### src/logic/fbw_defs.vh
`ifndef FBW_DEFS_VH
`define FBW_DEFS_VH

// Word offsets of the watchdog register block
`define FBW_ADDR_TIMEOUT 16'h1000
`define FBW_ADDR_MASK_LO 16'h1001
`define FBW_ADDR_MASK_HI 16'h1002
`define FBW_ADDR_TRIGGER 16'h1003
`define FBW_ADDR_MIN_TIME 16'h1004
`define FBW_ADDR_KEYED_STOP 16'h1005
`define FBW_ADDR_RUNNING 16'h1006
`define FBW_ADDR_RESTART 16'h1007
`define FBW_ADDR_SIMPLE_STOP 16'h1008

// Reset values
`define FBW_RST_ZERO 16'h0000
`define FBW_RST_MIN_TIME 16'hffff
`define FBW_RST_RESTART 16'h0001

// Key and command words
`define FBW_KEY_FIRST 16'haaaa
`define FBW_KEY_SECOND 16'h5555
`define FBW_SIMPLE_KEY_A 16'haa55
`define FBW_SIMPLE_KEY_B 16'h55aa
`define FBW_RESTART_CMD 16'h0001
`define FBW_RUN_ACTIVE 16'h0001

// Only a one-word access is legal
`define FBW_WORDS_PER_ACCESS 8'h01

// Time base: one count is 100 ms, clock period 5 ns
`define FBW_TICK_MS 100
`define FBW_CLK_PERIOD_PS 5000
// Reckoned in ns so the product stays inside 32 bits
`define FBW_TICK_CYCLES ((`FBW_TICK_MS * 1000000) / (`FBW_CLK_PERIOD_PS / 1000))

`endif

### src/logic/fbw_wdog.v
`timescale 1ns/1ps
`include "fbw_defs.vh"

// What this block does
// - Trigger only when written value differs
// - Nonzero trigger write starts idle watchdog
// - Fault clears the trigger register
// - Trigger keeps smaller remaining time; reset ffff
// - Minimum counted in 100 ms units
// - Minimum write only overwrites stored value
// - aaaa then 5555 stops, clears fault
// - Running register reads 0 or 1
// - Writing 1 restarts after timeout
// - No restart after software stop
// - aa55 or 55aa stops, clears fault
// - Only single-word accesses accepted
// - Mask bit four: Force Single Coil triggers
// - Timeout nonzero to start, locked while running
// - Mask bit n-1 enables code n
module fbw_wdog #(
	parameter TICK_CYCLES = `FBW_TICK_CYCLES,
	parameter [15:0] FC_SUPPORTED = 16'hffff
) (
	input wire core_clk,
	input wire rst,
	input wire reg_rd,
	input wire reg_wr,
	input wire [15:0] reg_addr,
	input wire [7:0] reg_count,
	input wire [15:0] reg_wdata,
	input wire fc_valid,
	input wire [7:0] fc_code,
	output reg reg_ack_q,
	output reg reg_err_q,
	output reg [15:0] reg_rdata_q,
	output reg wd_fault_q,
	output reg pd_write_en_q,
	output reg running_flag_q
);

	////////////////////////////////////////////////////////////////////////////
	// Storage

	// Stored words, trigger and minimum also set by the logic, plus the live countdown
	reg [15:0] timeout_value_q; // Timeout in 100 ms counts
	reg [15:0] fc_mask_lo_q; // Codes 1..16
	reg [15:0] fc_mask_hi_q; // Codes 17..32, none supported
	reg [15:0] trigger_q; // Last trigger word
	reg [15:0] min_time_q; // Least remaining time seen
	reg [15:0] keyed_stop_q; // Last keyed stop word
	reg [15:0] restart_q; // Restart command word
	reg [15:0] simple_stop_q; // Last simple stop word
	reg [15:0] remain_q; // Down-counter, 100 ms per count
	reg key_armed_q; // First key word seen

	wire tick; // 100 ms enable
	// Request qualifiers; a write only counts when it carries one word,
	// so a refused multi-word write can never retrigger or stop
	wire acc = reg_rd | reg_wr;
	wire single = (reg_count == `FBW_WORDS_PER_ACCESS);
	wire wr = reg_wr & single; // Legal write

	////////////////////////////////////////////////////////////////////////////
	// Decode

	// Exact decode; a gap in the map answers with an error
	reg mapped; // Address inside the block
	always @* begin
		case (reg_addr)
			`FBW_ADDR_TIMEOUT, `FBW_ADDR_MASK_LO, `FBW_ADDR_MASK_HI,
			`FBW_ADDR_TRIGGER, `FBW_ADDR_MIN_TIME, `FBW_ADDR_KEYED_STOP,
			`FBW_ADDR_RUNNING, `FBW_ADDR_RESTART, `FBW_ADDR_SIMPLE_STOP: begin
				mapped = 1'b1;
			end
			default: begin
				mapped = 1'b0;
			end
		endcase
	end

	// One write strobe per register, all gated by the legal-write qualifier;
	// the running-flag address has no strobe, so writes to it do nothing
	wire wr_timeout = wr & (reg_addr == `FBW_ADDR_TIMEOUT);
	wire wr_mask_lo = wr & (reg_addr == `FBW_ADDR_MASK_LO);
	wire wr_mask_hi = wr & (reg_addr == `FBW_ADDR_MASK_HI);
	wire wr_trigger = wr & (reg_addr == `FBW_ADDR_TRIGGER);
	wire wr_min = wr & (reg_addr == `FBW_ADDR_MIN_TIME);
	wire wr_keyed = wr & (reg_addr == `FBW_ADDR_KEYED_STOP);
	wire wr_restart = wr & (reg_addr == `FBW_ADDR_RESTART);
	wire wr_simple = wr & (reg_addr == `FBW_ADDR_SIMPLE_STOP);

	////////////////////////////////////////////////////////////////////////////
	// Start, trigger and stop conditions

	// A mask naming an unsupported code never starts the watchdog; the new
	// word is judged as written, together with the upper half already stored
	wire new_mask_ok = ((reg_wdata & ~FC_SUPPORTED) == 16'h0000) &
		(fc_mask_hi_q == 16'h0000);
	wire time_ok = (timeout_value_q != 16'h0000);

	// Start from idle by a nonzero mask or a nonzero trigger word
	wire start_mask = wr_mask_lo & ~running_flag_q & (reg_wdata != 16'h0000) &
		new_mask_ok & time_ok;
	wire start_trig = wr_trigger & ~running_flag_q & (reg_wdata != 16'h0000) &
		time_ok;
	// Restart only out of a timeout; a software stop clears the fault,
	// so a stopped watchdog cannot be revived this way
	wire start_rst = wr_restart & (reg_wdata == `FBW_RESTART_CMD) &
		~running_flag_q & wd_fault_q & time_ok;

	// Codes above 16 belong to the upper mask half, which no code supports,
	// so they are dropped here rather than indexed out of range
	// Function code n enabled by mask bit n-1
	wire [4:0] fc_idx = fc_code[4:0] - 5'h01;
	wire fc_hit = fc_valid & (fc_code != 8'h00) & (fc_code <= 8'h10) &
		fc_mask_lo_q[fc_idx[3:0]];
	// Trigger write counts only with a changed word
	wire trig_hit = wr_trigger & (reg_wdata != trigger_q);
	wire retrig = running_flag_q & (fc_hit | trig_hit);

	// Keyed stop needs the arming word as the previous write to its register
	wire key_stop = wr_keyed & key_armed_q &
		(reg_wdata == `FBW_KEY_SECOND);
	wire simp_key = wr_simple & ((reg_wdata == `FBW_SIMPLE_KEY_A) |
		(reg_wdata == `FBW_SIMPLE_KEY_B));
	wire sw_stop = key_stop | simp_key;

	// Expiry waits for a tick with one count left; a retrigger or stop in
	// the same cycle wins, so a last-moment trigger is never lost
	wire start = start_mask | start_trig | start_rst;
	wire expire = running_flag_q & tick & (remain_q <= 16'h0001) & ~retrig & ~sw_stop;

	////////////////////////////////////////////////////////////////////////////
	// Time base; a load realigns the 100 ms grid

	// Restarting the divider on every load gives the first step a whole
	// 100 ms; the trade is a grid that drifts against any other timer
	fbw_tick #(
		.DIV(TICK_CYCLES)
	) u_tick (
		.core_clk(core_clk),
		.rst(rst),
		.restart(start | retrig),
		.tick(tick)
	);

	////////////////////////////////////////////////////////////////////////////
	// Watchdog state

	// Priority: stop, then start or retrigger, then expiry, then the mask
	// write that clears an old fault; a stop also hides an expiry in the
	// same cycle, as a stopped watchdog has no fault reaction
	always @(posedge core_clk or posedge rst) begin
		if (rst) begin
			running_flag_q <= 1'b0;
			wd_fault_q <= 1'b0;
			pd_write_en_q <= 1'b1;
			remain_q <= `FBW_RST_ZERO;
			key_armed_q <= 1'b0;
		end else begin
			// Key sequence: any other word in between disarms
			if (wr_keyed) begin
				key_armed_q <= (reg_wdata == `FBW_KEY_FIRST);
			end
			if (sw_stop) begin
				// Stop blocks the fault reaction and frees process data
				running_flag_q <= 1'b0;
				wd_fault_q <= 1'b0;
				pd_write_en_q <= 1'b1;
			end else if (start | retrig) begin
				running_flag_q <= 1'b1;
				wd_fault_q <= 1'b0;
				pd_write_en_q <= 1'b1;
				remain_q <= timeout_value_q;
			end else if (expire) begin
				running_flag_q <= 1'b0;
				wd_fault_q <= 1'b1;
				pd_write_en_q <= 1'b0;
				remain_q <= 16'h0000;
			end else if (wr_mask_lo & ~running_flag_q) begin
				// A mask write also clears an old fault
				wd_fault_q <= 1'b0;
				pd_write_en_q <= 1'b1;
			end else if (running_flag_q & tick) begin
				// One count per tick; a load restarts the tick grid
				remain_q <= remain_q - 16'h0001;
			end
		end
	end

	////////////////////////////////////////////////////////////////////////////
	// Software registers

	// Storage for the master's words; only configuration is locked while running,
	// the rest take any written word, save trigger and minimum in an expiry cycle
	always @(posedge core_clk or posedge rst) begin
		if (rst) begin
			timeout_value_q <= `FBW_RST_ZERO;
			fc_mask_lo_q <= `FBW_RST_ZERO;
			fc_mask_hi_q <= `FBW_RST_ZERO;
			trigger_q <= `FBW_RST_ZERO;
			min_time_q <= `FBW_RST_MIN_TIME;
			keyed_stop_q <= `FBW_RST_ZERO;
			restart_q <= `FBW_RST_RESTART;
			simple_stop_q <= `FBW_RST_ZERO;
		end else begin
			// Configuration locked while running
			if (wr_timeout & ~running_flag_q) begin
				timeout_value_q <= reg_wdata;
			end
			if (wr_mask_lo & ~running_flag_q) begin
				fc_mask_lo_q <= reg_wdata;
			end
			if (wr_mask_hi & ~running_flag_q) begin
				fc_mask_hi_q <= reg_wdata;
			end
			// Fault wins over a trigger write in the same cycle
			if (expire) begin
				trigger_q <= 16'h0000;
			end else if (wr_trigger) begin
				trigger_q <= reg_wdata;
			end
			// A retrigger compares the time left before its own reload
			// Expiry forces zero so the master sees the overrun
			if (expire) begin
				min_time_q <= 16'h0000;
			end else if (wr_min) begin
				min_time_q <= reg_wdata;
			end else if (retrig & (remain_q < min_time_q)) begin
				min_time_q <= remain_q;
			end
			if (wr_keyed) begin
				keyed_stop_q <= reg_wdata;
			end
			if (wr_restart) begin
				restart_q <= reg_wdata;
			end
			if (wr_simple) begin
				simple_stop_q <= reg_wdata;
			end
		end
	end

	////////////////////////////////////////////////////////////////////////////
	// Read mux

	// Word select for reads; registered with the answer below
	reg [15:0] rd_mux; // Word for the addressed register
	always @* begin
		case (reg_addr)
			`FBW_ADDR_TIMEOUT: begin
				rd_mux = timeout_value_q;
			end
			`FBW_ADDR_MASK_LO: begin
				rd_mux = fc_mask_lo_q;
			end
			`FBW_ADDR_MASK_HI: begin
				rd_mux = fc_mask_hi_q;
			end
			`FBW_ADDR_TRIGGER: begin
				rd_mux = trigger_q;
			end
			`FBW_ADDR_MIN_TIME: begin
				rd_mux = min_time_q;
			end
			`FBW_ADDR_KEYED_STOP: begin
				rd_mux = keyed_stop_q;
			end
			`FBW_ADDR_RUNNING: begin
				rd_mux = running_flag_q ? `FBW_RUN_ACTIVE : 16'h0000;
			end
			`FBW_ADDR_RESTART: begin
				rd_mux = restart_q;
			end
			`FBW_ADDR_SIMPLE_STOP: begin
				rd_mux = simple_stop_q;
			end
			default: begin
				rd_mux = 16'h0000;
			end
		endcase
	end

	////////////////////////////////////////////////////////////////////////////
	// Answer, one cycle after the access

	// Multi-word or unmapped accesses answer with an error and change nothing
	always @(posedge core_clk or posedge rst) begin
		if (rst) begin
			reg_ack_q <= 1'b0;
			reg_err_q <= 1'b0;
			reg_rdata_q <= 16'h0000;
		end else begin
			reg_ack_q <= acc;
			reg_err_q <= acc & (~single | ~mapped);
			// Zero for writes and refusals, so no stale word leaks out
			reg_rdata_q <= (reg_rd & single) ? rd_mux : 16'h0000;
		end
	end

endmodule

### src/logic/fbw_tick.v
`timescale 1ns/1ps

// One-cycle enable pulse every DIV clocks, restartable
module fbw_tick #(
	parameter DIV = 20000000
) (
	input wire core_clk,
	input wire rst,
	input wire restart,
	output reg tick
);

	reg [31:0] cnt_q; // Cycles left in the current period

	// Restart realigns the period so a fresh load gets a full first count
	always @(posedge core_clk or posedge rst) begin
		if (rst) begin
			cnt_q <= 32'h0000_0000;
			tick <= 1'b0;
		end else if (restart) begin
			cnt_q <= DIV - 1;
			tick <= 1'b0;
		end else if (cnt_q == 32'h0000_0000) begin
			cnt_q <= DIV - 1;
			tick <= 1'b1;
		end else begin
			cnt_q <= cnt_q - 32'h0000_0001;
			tick <= 1'b0;
		end
	end

endmodule

### config.mk
export PLATFORM = sky130hd
export DESIGN_NAME = fbw_wdog
export DESIGN_NICKNAME = d
export VERILOG_FILES = /design/src/logic/fbw_wdog.v /design/src/logic/fbw_tick.v
export VERILOG_INCLUDE_DIRS = /design/src /design/src/logic
export SDC_FILE = /design/constraint.sdc
export NUM_CORES = 1
export LEC_CHECK = 0
export BUFFER_PORTS_ARGS = -buffer_cell sky130_fd_sc_hd__buf_4
export CAP_MARGIN = 10
export CORE_MARGIN = 10
export CORE_UTILIZATION = 39
export CTS_BUF_LIST = sky130_fd_sc_hd__clkbuf_8
export DETAILED_ROUTE_END_ITERATION = 8
export PLACE_DENSITY_LB_ADDON = 0.3
export SYNTH_ARGS = -nofsm -noshare
export SYNTH_HDL_FRONTEND = slang
export SYNTH_SLANG_ARGS = --single-unit
### constraint.sdc
create_clock -name core_clk -period 10.63 [get_ports core_clk]
set_clock_uncertainty 0.1 [all_clocks]
set_input_delay 1.063 -clock core_clk [delete_from_list [all_inputs] [get_ports core_clk]]
set_output_delay 1.063 -clock core_clk [all_outputs]
set_load 0.01 [all_outputs]
## Yosys cells after proc, flatten, opt, wreduce, memory -nomap -nowiden

Cells that the tools add are included.

- Add/subtract/negate cells: 3
- $mul: 0
- Div/mod/pow operators: 0
- Magnitude comparators: 4
- Equality and inequality tests: 17
- Shift-type cells: 0
- Mux-type cells: 30
- Bitwise operators: 50
- Reductions and logical operators: 12

Operators with widths:

| kind | number |
|---|---|
| $mux W16 | 10 |
| $eq A16 B13 Y1 const B | 9 |
| $pmux W16 S9 | 1 |
| $mux W32 | 2 |
| $and A1 B1 Y1 | 37 |
| $eq A16 B15 Y1 const B | 2 |
| $eq A16 B16 Y1 const B | 2 |
| $logic_not A32 Y1 | 1 |
| $reduce_bool A16 Y1 | 2 |
| $sub A32 B1 Y32 const B | 1 |
| $eq A16 B1 Y1 const B | 1 |
| $le A16 B1 Y1 const B | 1 |
| $logic_not A16 Y1 | 1 |
| $lt A16 B16 Y1 | 1 |
| $mux W1 | 16 |
| $ne A16 B16 Y1 | 1 |
| $sub A16 B1 Y16 const B | 1 |
| $reduce_bool A3 Y1 | 3 |
| $reduce_or A9 Y1 | 1 |
| $eq A8 B1 Y1 const B | 1 |
| $le A8 B5 Y1 const B | 1 |
| $or A1 B1 Y1 | 8 |
| $reduce_bool A8 Y1 | 1 |
| $lt A4 B5 Y1 const B | 1 |
| 7 further kinds | 11 |

- Bits in registers: 199
- Bits in latches: 0
- Bits in writable memories: 0
- Memory bits (read-only): 0
- Output and inout port bits: 21
- Memories: 0

## Longest topological paths before layout

Gate-level depths: netlist of the first run.

- Word-level depth: 12
- Gate-level depth with buffers: 12
- Mapped depth without buffers: 9

## By module

From an unflattened synthesis of the first run, not the netlist that was laid out.

- Cells, all modules: 992
- Area total of the unflattened synthesis: 10617.7 um^2

Modules (own cells, without submodules):

| module | instances | cells each | area each (um^2) | sequential area each (um^2) |
|---|---|---|---|---|
| fbw_wdog | 1 | 821 | 8948.6 | 4176.5 |
| fbw_tick | 1 | 171 | 1669.1 | 825.8 |

## Worst setup path after synthesis of the first run

No wires, ideal clock.

- Path kind: input-to-reg
- Start: input port fc_code[0]
- End: register u_tick.cnt_q[11]
- Arrival: 3.754 ns
- Required time: 10.399 ns
- Path slack: 6.644 ns
- Stages: 11
- Buffers on the path: 2
- Cells stage by stage: clkbuf_1 -> inv_1 -> ha_1 -> mux4_2 -> and3_1 -> o2111ai_1 -> o211ai_2 -> or2_2 -> nand2b_1 -> buf_2 -> or3_1

- Longest elaborated chain between the ends: 8
- Elaborated cells between the ends (all ways): 12

RTL lines:

| what | RTL line | text |
|---|---|---|
| start, declared | fbw_wdog.v:32 | `input wire [7:0] fc_code,` |
| $sub A4 B1 Y4 or $reduce_bool A8 Y1 (tied branches) | fbw_wdog.v:114, fbw_wdog.v:115 |  |
| $bmux W1 S4 or $and A1 B1 Y1 (tied branches) | fbw_wdog.v:116, fbw_wdog.v:115 |  |
| $mux W1 (not written as such) or $and A1 B1 Y1 (tied branches) | fbw_wdog.v:116, fbw_wdog.v:115 |  |
| $and A1 B1 Y1 (*) | fbw_wdog.v:115 | `wire fc_hit = fc_valid & (fc_code != 8'h00) & (fc_code <= 8'h10) &` |
| $or A1 B1 Y1 (*) | fbw_wdog.v:119 | `wire retrig = running_flag_q & (fc_hit \| trig_hit);` |
| $and A1 B1 Y1 (*) | fbw_wdog.v:119 |  |
| $or A1 B1 Y1 (*) | fbw_wdog.v:143 | `.restart(start \| retrig),` |
| $mux W32 (*) | fbw_tick.v:20 | `end else if (restart) begin` |
| end signal, assigned | fbw_tick.v:21 | `cnt_q <= DIV - 1;` |
| end signal, assigned | fbw_tick.v:24 | `cnt_q <= DIV - 1;` |
| end signal, assigned | fbw_tick.v:27 | `cnt_q <= cnt_q - 32'h0000_0001;` |
| end, declared | fbw_tick.v:13 | `reg [31:0] cnt_q;` |

Every way passes the cells marked *; elsewhere a longest branch is shown, timed or not. The select of a mux whose other input is x is not followed.
A chain may end at the register's enable or synchronous reset.

## Worst setup path in the final report of the first run

- Start: input port reg_addr[13]
- End: register min_time_q[13]

- Longest elaborated chain between the ends: 9
- Elaborated cells between the ends (all ways): 23

RTL lines:

| what | RTL line | text |
|---|---|---|
| start, declared | fbw_wdog.v:28 | `input wire [15:0] reg_addr,` |
| $eq A16 B13 Y1 | n/a |  |
| $and A1 B1 Y1 | fbw_wdog.v:86 | `` wire wr_trigger = wr & (reg_addr == `FBW_ADDR_TRIGGER); `` |
| $and A1 B1 Y1 | fbw_wdog.v:118 | `wire trig_hit = wr_trigger & (reg_wdata != trigger_q);` |
| $or A1 B1 Y1 | fbw_wdog.v:119 |  |
| $and A1 B1 Y1 | fbw_wdog.v:119 |  |
| $not A1 Y1 | fbw_wdog.v:131 | `wire expire = running_flag_q & tick & (remain_q <= 16'h0001) & ~retrig & ~sw_stop;` |
| $and A1 B1 Y1 (2 in series) | fbw_wdog.v:131 |  |
| $reduce_bool A3 Y1 (no source line) or $mux W16 (tied branches) | n/a |  |
| end signal, assigned | fbw_wdog.v:202 | `` min_time_q <= `FBW_RST_MIN_TIME; `` |
| end signal, assigned | fbw_wdog.v:228 | `min_time_q <= reg_wdata;` |
| end signal, assigned | fbw_wdog.v:230 | `min_time_q <= remain_q;` |
| end, declared | fbw_wdog.v:49 | `reg [15:0] min_time_q;` |

Parallel ways exist; a longest one is shown, timed or not.

==> run metrics, run 1 <==
CTS tree yes; status finished, final reports clean; EDFF count, synth 0; row cnt 60; CTS root buffer clkbuf_8; Max rail drop VDD 0.000111 V; Worst path slowest cell nand2_1; Total GRT Usage 0.196; Synth top cells by count dfrtp_1, nand2_1, mux2_2, nor2_1, clkbuf_1; Hold Path Class reg2reg; drt total wl 33300 µm; Max stage delay on crit path 0.86 ns; Reg-to-Reg Start running_flag_q; setup ws final 6.20 ns; ys async rst share 1.00; Final Hold Fails 0; die area 34600 µm²; Die W 186 µm; RSZ-0062 raised after global routing false; routed vias/inst 6.13; cts hold-fix bufs 0; Worst-Margin Slew 1.18 ns; core box area 27000 µm²; Ys Warns 0; total CTS buffers 17; Worst-path clk slew 0.11 ns; share of layout cells above drive strength 1 0.230; Post-CTS Setup Inserts 0; Largest delay share family, worst path simple AND/OR/NAND/NOR gates; # diodes 0; CP Class in2reg; Inst Count DP 1406; initial antenna violation count 0; Total Nets Final 1157; pre-CTS WS 5.85 ns; CTS H-tree depth 4; Clock Path Buffers 2; #FFs+latches synth 199; Synth area leaders dfrtp_1, mux2_2, dfstp_2, nand2_1, mux2i_1; Starting Density 0.398; Yosys top cell by area dfrtp_1; fin crit share 0.417; CP Launch Point reg_addr[13]; power density over the cells 112 nW/µm²; Worst Setup End Kind flop; Max-cap violations 0; PostCTS Resize Cnt 0; Syn Nets 1114; Hold Crit Start u_tick.cnt_q[0]; drt initial violations 1144; Synth Cell Area 10700 µm²; maximum fanout along the worst path 32; worst relative slew slack 0.207; register area share after synthesis 0.466; number of global-route vias before repair 8645; # DRC 0; DRT Pass-1 Iters 6; Port Buf Inserts 73; CP cell instances buf_4 > or4b_1 > or4_4 > nor4_2 > nand2_1 > o21ai_0 > a21oi_1; worst-skew pair later-pin latency 0.50 ns; largest net degree at the start of global routing 125; Final min period 4.43 ns; Distinct cells, synth 66; Tot Pwr 1350 µW; Filler Cell Count 2583; Antenna Nets Post-Route 0; die height 186 µm; dpl hpwl 23300 µm; Leak Pwr 0.00519 µW; post-synth top area share 0.422; final hold slack 0.361 ns; Worst setup SP type input port; Area Growth Syn to Fin 12.1%; routed len/inst 23.2 µm; CP Data Required Time 10.92 ns; Gate Count Post-Synth 1041; Slew Viols, Final 0; I/O pins 74; WP buf/inv 1; endpoints failing setup 0; clk sink count 199; Final Instance Count excl. Fillers 1438; post-route setup TNS 0 ns; FMAX 226 MHz; first-pass GRT wire length 51700 µm; GRT Residual Overflow 0; via count 8818; Synth Flop Type dfrtp_1; RePlAce Congestion 0.912; top-count cell post-synth dfrtp_1; Syn Area/Cell 10.3 µm²; critical path arrival 4.72 ns
path summary, 6_finish.rpt:
check	end	slack [ns]	depth (start not counted)
setup / recovery	min_time_q[13]	6.20	7
hold reg to reg	u_tick.cnt_q[0]	0.36	1
hold / removal	u_tick.cnt_q[0]	0.36	1
max in group asynchronous	trigger_q[9]	8.29	3
setup reg to reg	remain_q[0]	6.81	7
min in group asynchronous	u_tick.cnt_q[6]	0.62	2
cells in the final DEF (no fill, tap or decap), drive strengths merged, types with 18 or more instances in the layout:
master	instances
clkbuf	18
dfrtp	181
mux2	89
a22oi	18
ha	20
a21oi	43
xor2	29
mux2i	34
nor4	45
a222oi	23
nand2	92
dfstp	18
inv	41
o21ai	50
nor3	30
or4	19
nor2	72
nand3	21
buf	88
layer usage:
| layer | track usage | share of wire | vias to the layer above |
|---|---|---|---|
| met5 | 0 | 0 | - |
| met4 | 0.0677 | 0.025 | 0 |
| met3 | 0.0482 | 0.081 | 55 |
| met2 | 0.302 | 0.46 | 382 |
| met1 | 0.261 | 0.43 | 4421 |
| li1 | - | - | 3960 |
stage by stage:
stage               instance area (µm²)   util
floorplan                         10700      -
detailed placement                11600  0.430
global placement                  11600  0.430
finish                            12000  0.446
global route                      12000  0.446
CTS                               12000  0.446
state kept, by name, summed over array words and instances, names as in the netlist:
signal and cells:
wd_fault_q 1, reg_ack_q 1, min_time_q 16, u_tick.cnt_q 32, timeout_value_q 16, restart_q 16, reg_err_q 1, fc_mask_lo_q 16
trigger_q 16, fc_mask_hi_q 16, remain_q 16, key_armed_q 1, running_flag_q 1, keyed_stop_q 16, reg_rdata_q 16, simple_stop_q 16
u_tick.tick 1, pd_write_en_q 1
area by class of cell:
cell class / count / area (µm²) / area share
multi-input combinational: 745 / 5400 / 0.448
clock inverter: 14 / 178 / 0.0148
tap: 341 / 427 / 0.0354
timing repair buffer: 88 / 661 / 0.0549
sequential: 199 / 5000 / 0.415
inverter: 33 / 131 / 0.0109
clock buffer: 18 / 248 / 0.0206
cell families (layout without fill, tap and decap cells):
kind of cell / after synthesis / after routing / share of synthesized area
compound gates: 199 / 199 / 0.128
xor+xnor: 45 / 45 / 0.0367
fa+ha+maj: 20 / 20 / 0.0233
buf+inv: 97 / 153 / 0.0364
flops: 199 / 199 / 0.466
mux: 128 / 128 / 0.135
simple gates: 353 / 353 / 0.175
where the power goes:
group	switching, µW	leakage [µW]	internal [µW]	total [µW]
logic	48.0	0.00235	20.5	68.5
registers	0.0989	0.00263	757	757
clock network	316	0.000212	208	524
total	364	0.00519	986	1350
(Power assumes the default switching activity.)
==> inputs of run 2 (changes only) <==
==> constraint.sdc (replaced) <==
create_clock -name core_clk -period 4.04 [get_ports core_clk]
set_clock_uncertainty 0.1 [all_clocks]
set_input_delay 0.404 -clock core_clk [delete_from_list [all_inputs] [get_ports core_clk]]
set_output_delay 0.404 -clock core_clk [all_outputs]
set_load 0.01 [all_outputs]
==> run 2 against run 1 <==
  * First-iteration DRC count shrank 6.0%
  * Flip-flop and latch count did not move
  * Count of clock-buffer cells in the layout down 1
==> run metrics, run 2 (synthesis gave the netlist of run 1 again) <==
initial antenna violation count 0 (unchanged); Max rail drop VDD 0.000209 V (+88%); Port Buf Inserts 73 (unchanged); Starting Density 0.398 (unchanged); total CTS buffers 17 (unchanged); Post-CTS Setup Inserts 0 (unchanged); RSZ-0062 raised after global routing false; Total GRT Usage 0.197 (+0.00174); CP Class reg2reg; maximum fanout along the worst path 13 (-59%); Reg-to-Reg Start fc_mask_lo_q[3]; Hold Crit Start reg_wr; Reg with most FFs u_tick.cnt_q; I/O pins 74 (unchanged); PostCTS Resize Cnt 0 (unchanged); Worst-Margin Slew 1.22 ns (+0.0403 ns); critical path arrival 3.65 ns (-1.07 ns); die area 34600 µm² (unchanged); grt met2 use 0.318 (+0.0155); clk sink count 199 (unchanged); RePlAce Congestion 0.951 (+4.3%); GRT Residual Overflow 0 (unchanged); commonest non-fill, non-tap cell in the layout dfrtp_1; CTS H-tree depth 4 (unchanged); most frequent cells in the layout dfrtp_1, buf_4, nand2_1; Final min period 3.39 ns; Worst setup SP type flop; die height 186 µm (unchanged); max reg flops 32 (unchanged); Leak Pwr 0.00538 µW (+3.5%); dpl hpwl 24000 µm (+3.0%); CP Launch Point fc_mask_lo_q[3]; status finished, final reports clean; # diodes 0 (unchanged); Hold Path Class in2reg; drt total wl 33400 µm (+0.29%); drt initial violations 1075 (-6.0%); Area Growth Syn to Fin 14.9%; core box area 27000 µm² (unchanged); Final Hold Fails 0 (unchanged); CP Data Required Time 4.30 ns (-6.62 ns); Total Nets Final 1194 (+3.2%); met1 usage 0.263 (+0.00218); Slew Viols, Final 0 (unchanged); routed vias/inst 6.02 (-1.9%); cts hold-fix bufs 2 (+2); CTS tree yes; via count 8877 (+0.67%); final hold slack 0.0392 ns (-0.322 ns); fin crit share 0.839; CTS root buffer clkbuf_8; utilization after layout 0.457 (+0.0112); Antenna Nets Post-Route 0 (unchanged); routed len/inst 22.7 µm (-2.2%); endpoints failing setup 0 (unchanged); largest net degree at the start of global routing 126 (+0.80%); post-route setup TNS 0 ns (unchanged); worst-skew pair later-pin latency 0.51 ns (about the same); Die W 186 µm (unchanged); met3 usage 0.0357 (-0.0125); FMAX 295 MHz; Max-cap violations 0 (unchanged); Clock Path Buffers 2 (unchanged); first-pass GRT wire length 52400 µm (+1.3%); worst relative slew slack 0.182 (-0.0252); Worst-path clk slew 0.13 ns (+0.02 ns); # DRC 0 (unchanged); Reg2Reg Setup Slack 0.65 ns (-6.16 ns); row cnt 60 (unchanged); number of global-route vias before repair 8775 (+1.5%); busiest layer in global routing met2; power density over the cells 287 nW/µm² (+160%); share of layout cells above drive strength 1 0.252 (+0.0225); Worst Setup End Kind flop; DRT Pass-1 Iters 8 (+2)
## run 2: routing by layer
layer  routed length [µm]  up-vias  part of all wire
li1                     -     4040                 -
met1                14600     4463              0.44
met2                15800      323              0.47
met3                 2160       51             0.065
met4                  786        0             0.024
met5                    0        -                 0
## run 2: metrics by stage
stage | area [µm²] | power [µW] | std cells | setup WS (ns)
4_1_cts | 12300 | 3560 | 1474 | 0.660
3_3_place_gp | 11900 | 2220 | 1440 | 0.325
3_5_place_dp | 11900 | 2220 | 1440 | 0.237
6_report | 12300 | 3540 | 1475 | 0.651
2_1_floorplan | 10700 | 2120 | 1041 | 0.713
5_1_grt | 12300 | 3660 | 1475 | 0.435
## run 2: power by group
group          internal, µW  switching (µW)  leakage [µW]  total [µW]
logic                  64.2             127       0.00254         191
registers              1990           0.345       0.00263        1990
clock network           483             874      0.000205        1360
total                  2540            1000       0.00538        3540
## run 2: final cells by class
cell class / count / area [µm²]
fill: 2590 / 14700
multi-input combinational: 745 / 5390
sequential: 199 / 5000
timing repair buffer: 125 / 968
tap: 341 / 427
clock buffer: 17 / 234
clock inverter: 15 / 193
inverter: 33 / 128
## run 2: final timing paths
check                                        end  cells past startpoint
worst max-delay path             u_tick.cnt_q[4]                      8
worst min-delay path                   reg_ack_q                      2
worst max register to register   u_tick.cnt_q[4]                      8
worst min register to register   u_tick.cnt_q[0]                      1
max in group asynchronous        fc_mask_lo_q[2]                      4
min in group asynchronous       u_tick.cnt_q[15]                      4
## run 2: worst max-delay path: stages, from the launching register on
cell       delay (ns)
dfrtp_1          0.45
mux4_2           0.48
and3_1           0.20
o2111ai_1        0.44
o211ai_2         0.20
buf_4            0.20
or2_2            0.32
nor2b_1          0.72
nand3_1          0.14
==> inputs of run 3 (changes only) <==
==> constraint.sdc (replaced) <==
create_clock -name core_clk -period 3.3 [get_ports core_clk]
set_clock_uncertainty 0.1 [all_clocks]
set_input_delay 0.33 -clock core_clk [delete_from_list [all_inputs] [get_ports core_clk]]
set_output_delay 0.33 -clock core_clk [all_outputs]
set_load 0.01 [all_outputs]
==> run 3 against run 2 <==
  * Sequential power up 23%
  * Setup slack worse by 0.36 ns
  * Register-to-register slack worse by 0.36 ns
  * Die area unchanged
  * Flip-flop and latch count unchanged
  * Critical path type unchanged
  * Largest cell class unchanged
==> run metrics, run 3 (synthesis gave the netlist of run 1 again) <==
first-pass GRT wire length 52600 µm (+0.32%); Reg with most FFs u_tick.cnt_q; I/O pins 74 (unchanged); largest net degree at the start of global routing 121 (-4.0%); Clock Path Buffers 2 (unchanged); Max rail drop VDD 0.000331 V (+58%); die area 34600 µm² (unchanged); total CTS buffers 17 (unchanged); # diodes 0 (unchanged); via count 8995 (+1.3%); endpoints failing setup 0 (unchanged); CTS root buffer clkbuf_8; Worst-path clk slew 0.11 ns (-0.02 ns); number of global-route vias before repair 8935 (+1.8%); Worst-Margin Slew 1.06 ns (-0.159 ns); power density over the cells 333 nW/µm² (+16%); die height 186 µm (unchanged); Worst Setup End Kind flop; max reg flops 32 (unchanged); final hold slack 0.0319 ns (-0.00728 ns); dpl hpwl 24200 µm (+0.88%); Port Buf Inserts 73 (unchanged); switching power 1140 µW (+14%); post-route setup TNS 0 ns (unchanged); CTS tree yes; highest layer used for signal routing met4; commonest non-fill, non-tap cell in the layout dfrtp_1; Power Internal 3080 µW (+21%); GRT Residual Overflow 0 (unchanged); Area Growth Syn to Fin 17.6%; CP Data Required Time 3.59 ns (-0.71 ns); Logic pwr share 0.058 (+0.004); drt initial violations 833 (-23%); Slew Viols, Final 0 (unchanged); worst-skew pair later-pin latency 0.50 ns (about the same); switching part of the total power 0.270 (-0.0129); core box area 27000 µm² (unchanged); worst relative slew slack 0.291 (+0.109); Max-cap violations 0 (unchanged); clk sink count 199 (unchanged); Tot Pwr 4210 µW (+19%); Final min period 3.01 ns (-0.377 ns); utilization after layout 0.468 (+0.0108); DRT Pass-1 Iters 7 (-1); drt total wl 33900 µm (+1.4%); RePlAce Congestion 0.955 (+0.38%); Die W 186 µm (unchanged); Total GRT Usage 0.199 (+0.00133); # DRC 0 (unchanged); fin crit share 0.913 (+0.0737); RSZ-0062 raised after global routing false; FMAX 332 MHz (+13%); Hold Path Class in2reg; most frequent cells in the layout dfrtp_1, buf_4, nand2_1; row cnt 60 (unchanged); WL met1 14700 µm (+0.56%); met2 WL 15800 µm (-0.43%); Starting Density 0.398 (unchanged); Clock Power Share 0.363 (-0.020); CTS H-tree depth 4 (unchanged); status finished, final reports clean; share of layout cells above drive strength 1 0.272 (+0.0198); Seq pwr share 0.579 (+0.016); initial antenna violation count 1 (+1); Post-CTS Setup Inserts 0 (unchanged); routed len/inst 22.4 µm (-0.96%); CP Class reg2reg; Final Hold Fails 0 (unchanged); met3 WL 2630 µm (+22%); maximum fanout along the worst path 3 (-10); Antenna Nets Post-Route 0 (unchanged); Final Instance Count excl. Fillers 1510 (+2.4%); Worst setup SP type flop; critical path arrival 3.30 ns (-0.35 ns); Total Nets Final 1229 (+2.9%); routed vias/inst 5.96 (-1.0%); Inst Count DP 1473 (+2.3%); Leak Pwr 0.00553 µW (+2.9%)
==> run 3: worst paths after layout <==
path | start | end | slack, ns | cells past startpoint
hold / removal | reg_wdata[15] | keyed_stop_q[15] | 0.03 | 3
max in group asynchronous | rst | simple_stop_q[7] | 1.71 | 4
setup reg to reg | fc_mask_hi_q[4] | remain_q[1] | 0.29 | 7
setup / recovery | fc_mask_hi_q[4] | remain_q[1] | 0.29 | 7
min in group asynchronous | rst | u_tick.cnt_q[11] | 0.44 | 4
hold reg to reg | u_tick.cnt_q[0] | u_tick.cnt_q[0] | 0.36 | 1
==> run 3: layout make-up <==
cell class,instances,area [µm²]
flip-flops and latches,199,5000
clock buffers,17,234
clock inverters,15,144
fillers,2547,14400
repair buffers,160,1300
multi-input cells,745,5400
inverters,33,128
well taps,341,427
==> run 3: repair_timing <==
action / 4_1_cts / 5_1_grt
hold buffers: 5 / 0
gates resized for setup: 0 / 2
hold endpoints to repair: 116 / 0
setup endpoints to repair: 0 / 14
==> run 3: metal layers <==
metal | vias up | GRT usage
li1 | 4115 | -
met1 | 4445 | 0.261
met2 | 389 | 0.315
met3 | 46 | 0.0497
met4 | 0 | 0.0603
met5 | - | 0
==> run 3: metrics by stage <==
stage               area, µm²  setup WS (ns)
finish                  12600          0.288
global route            12600          0.120
CTS                     12600          0.120
detailed placement      12200         -0.194
global placement        12200        -0.0797
floorplan               10700         0.0474
==> run 3: worst max-delay path, stage by stage (launching register included) <==
cell and delay, ns:
dfrtp_1 0.43, nor4_1 0.56, nand4_1 0.28, a2111oi_0 0.56, o21ai_0 0.25, nand2_1 0.20, mux2_2 0.35, o22a_1 0.18
==> run 3: power by group through the flow <==
stage,clock [µW],sequential (µW),combinational [µW]
2_1_floorplan,0,2490,109
3_3_place_gp,0,2490,236
3_5_place_dp,0,2490,238
4_1_cts,1560,2440,243
5_1_grt,1660,2440,263
6_report,1530,2440,244
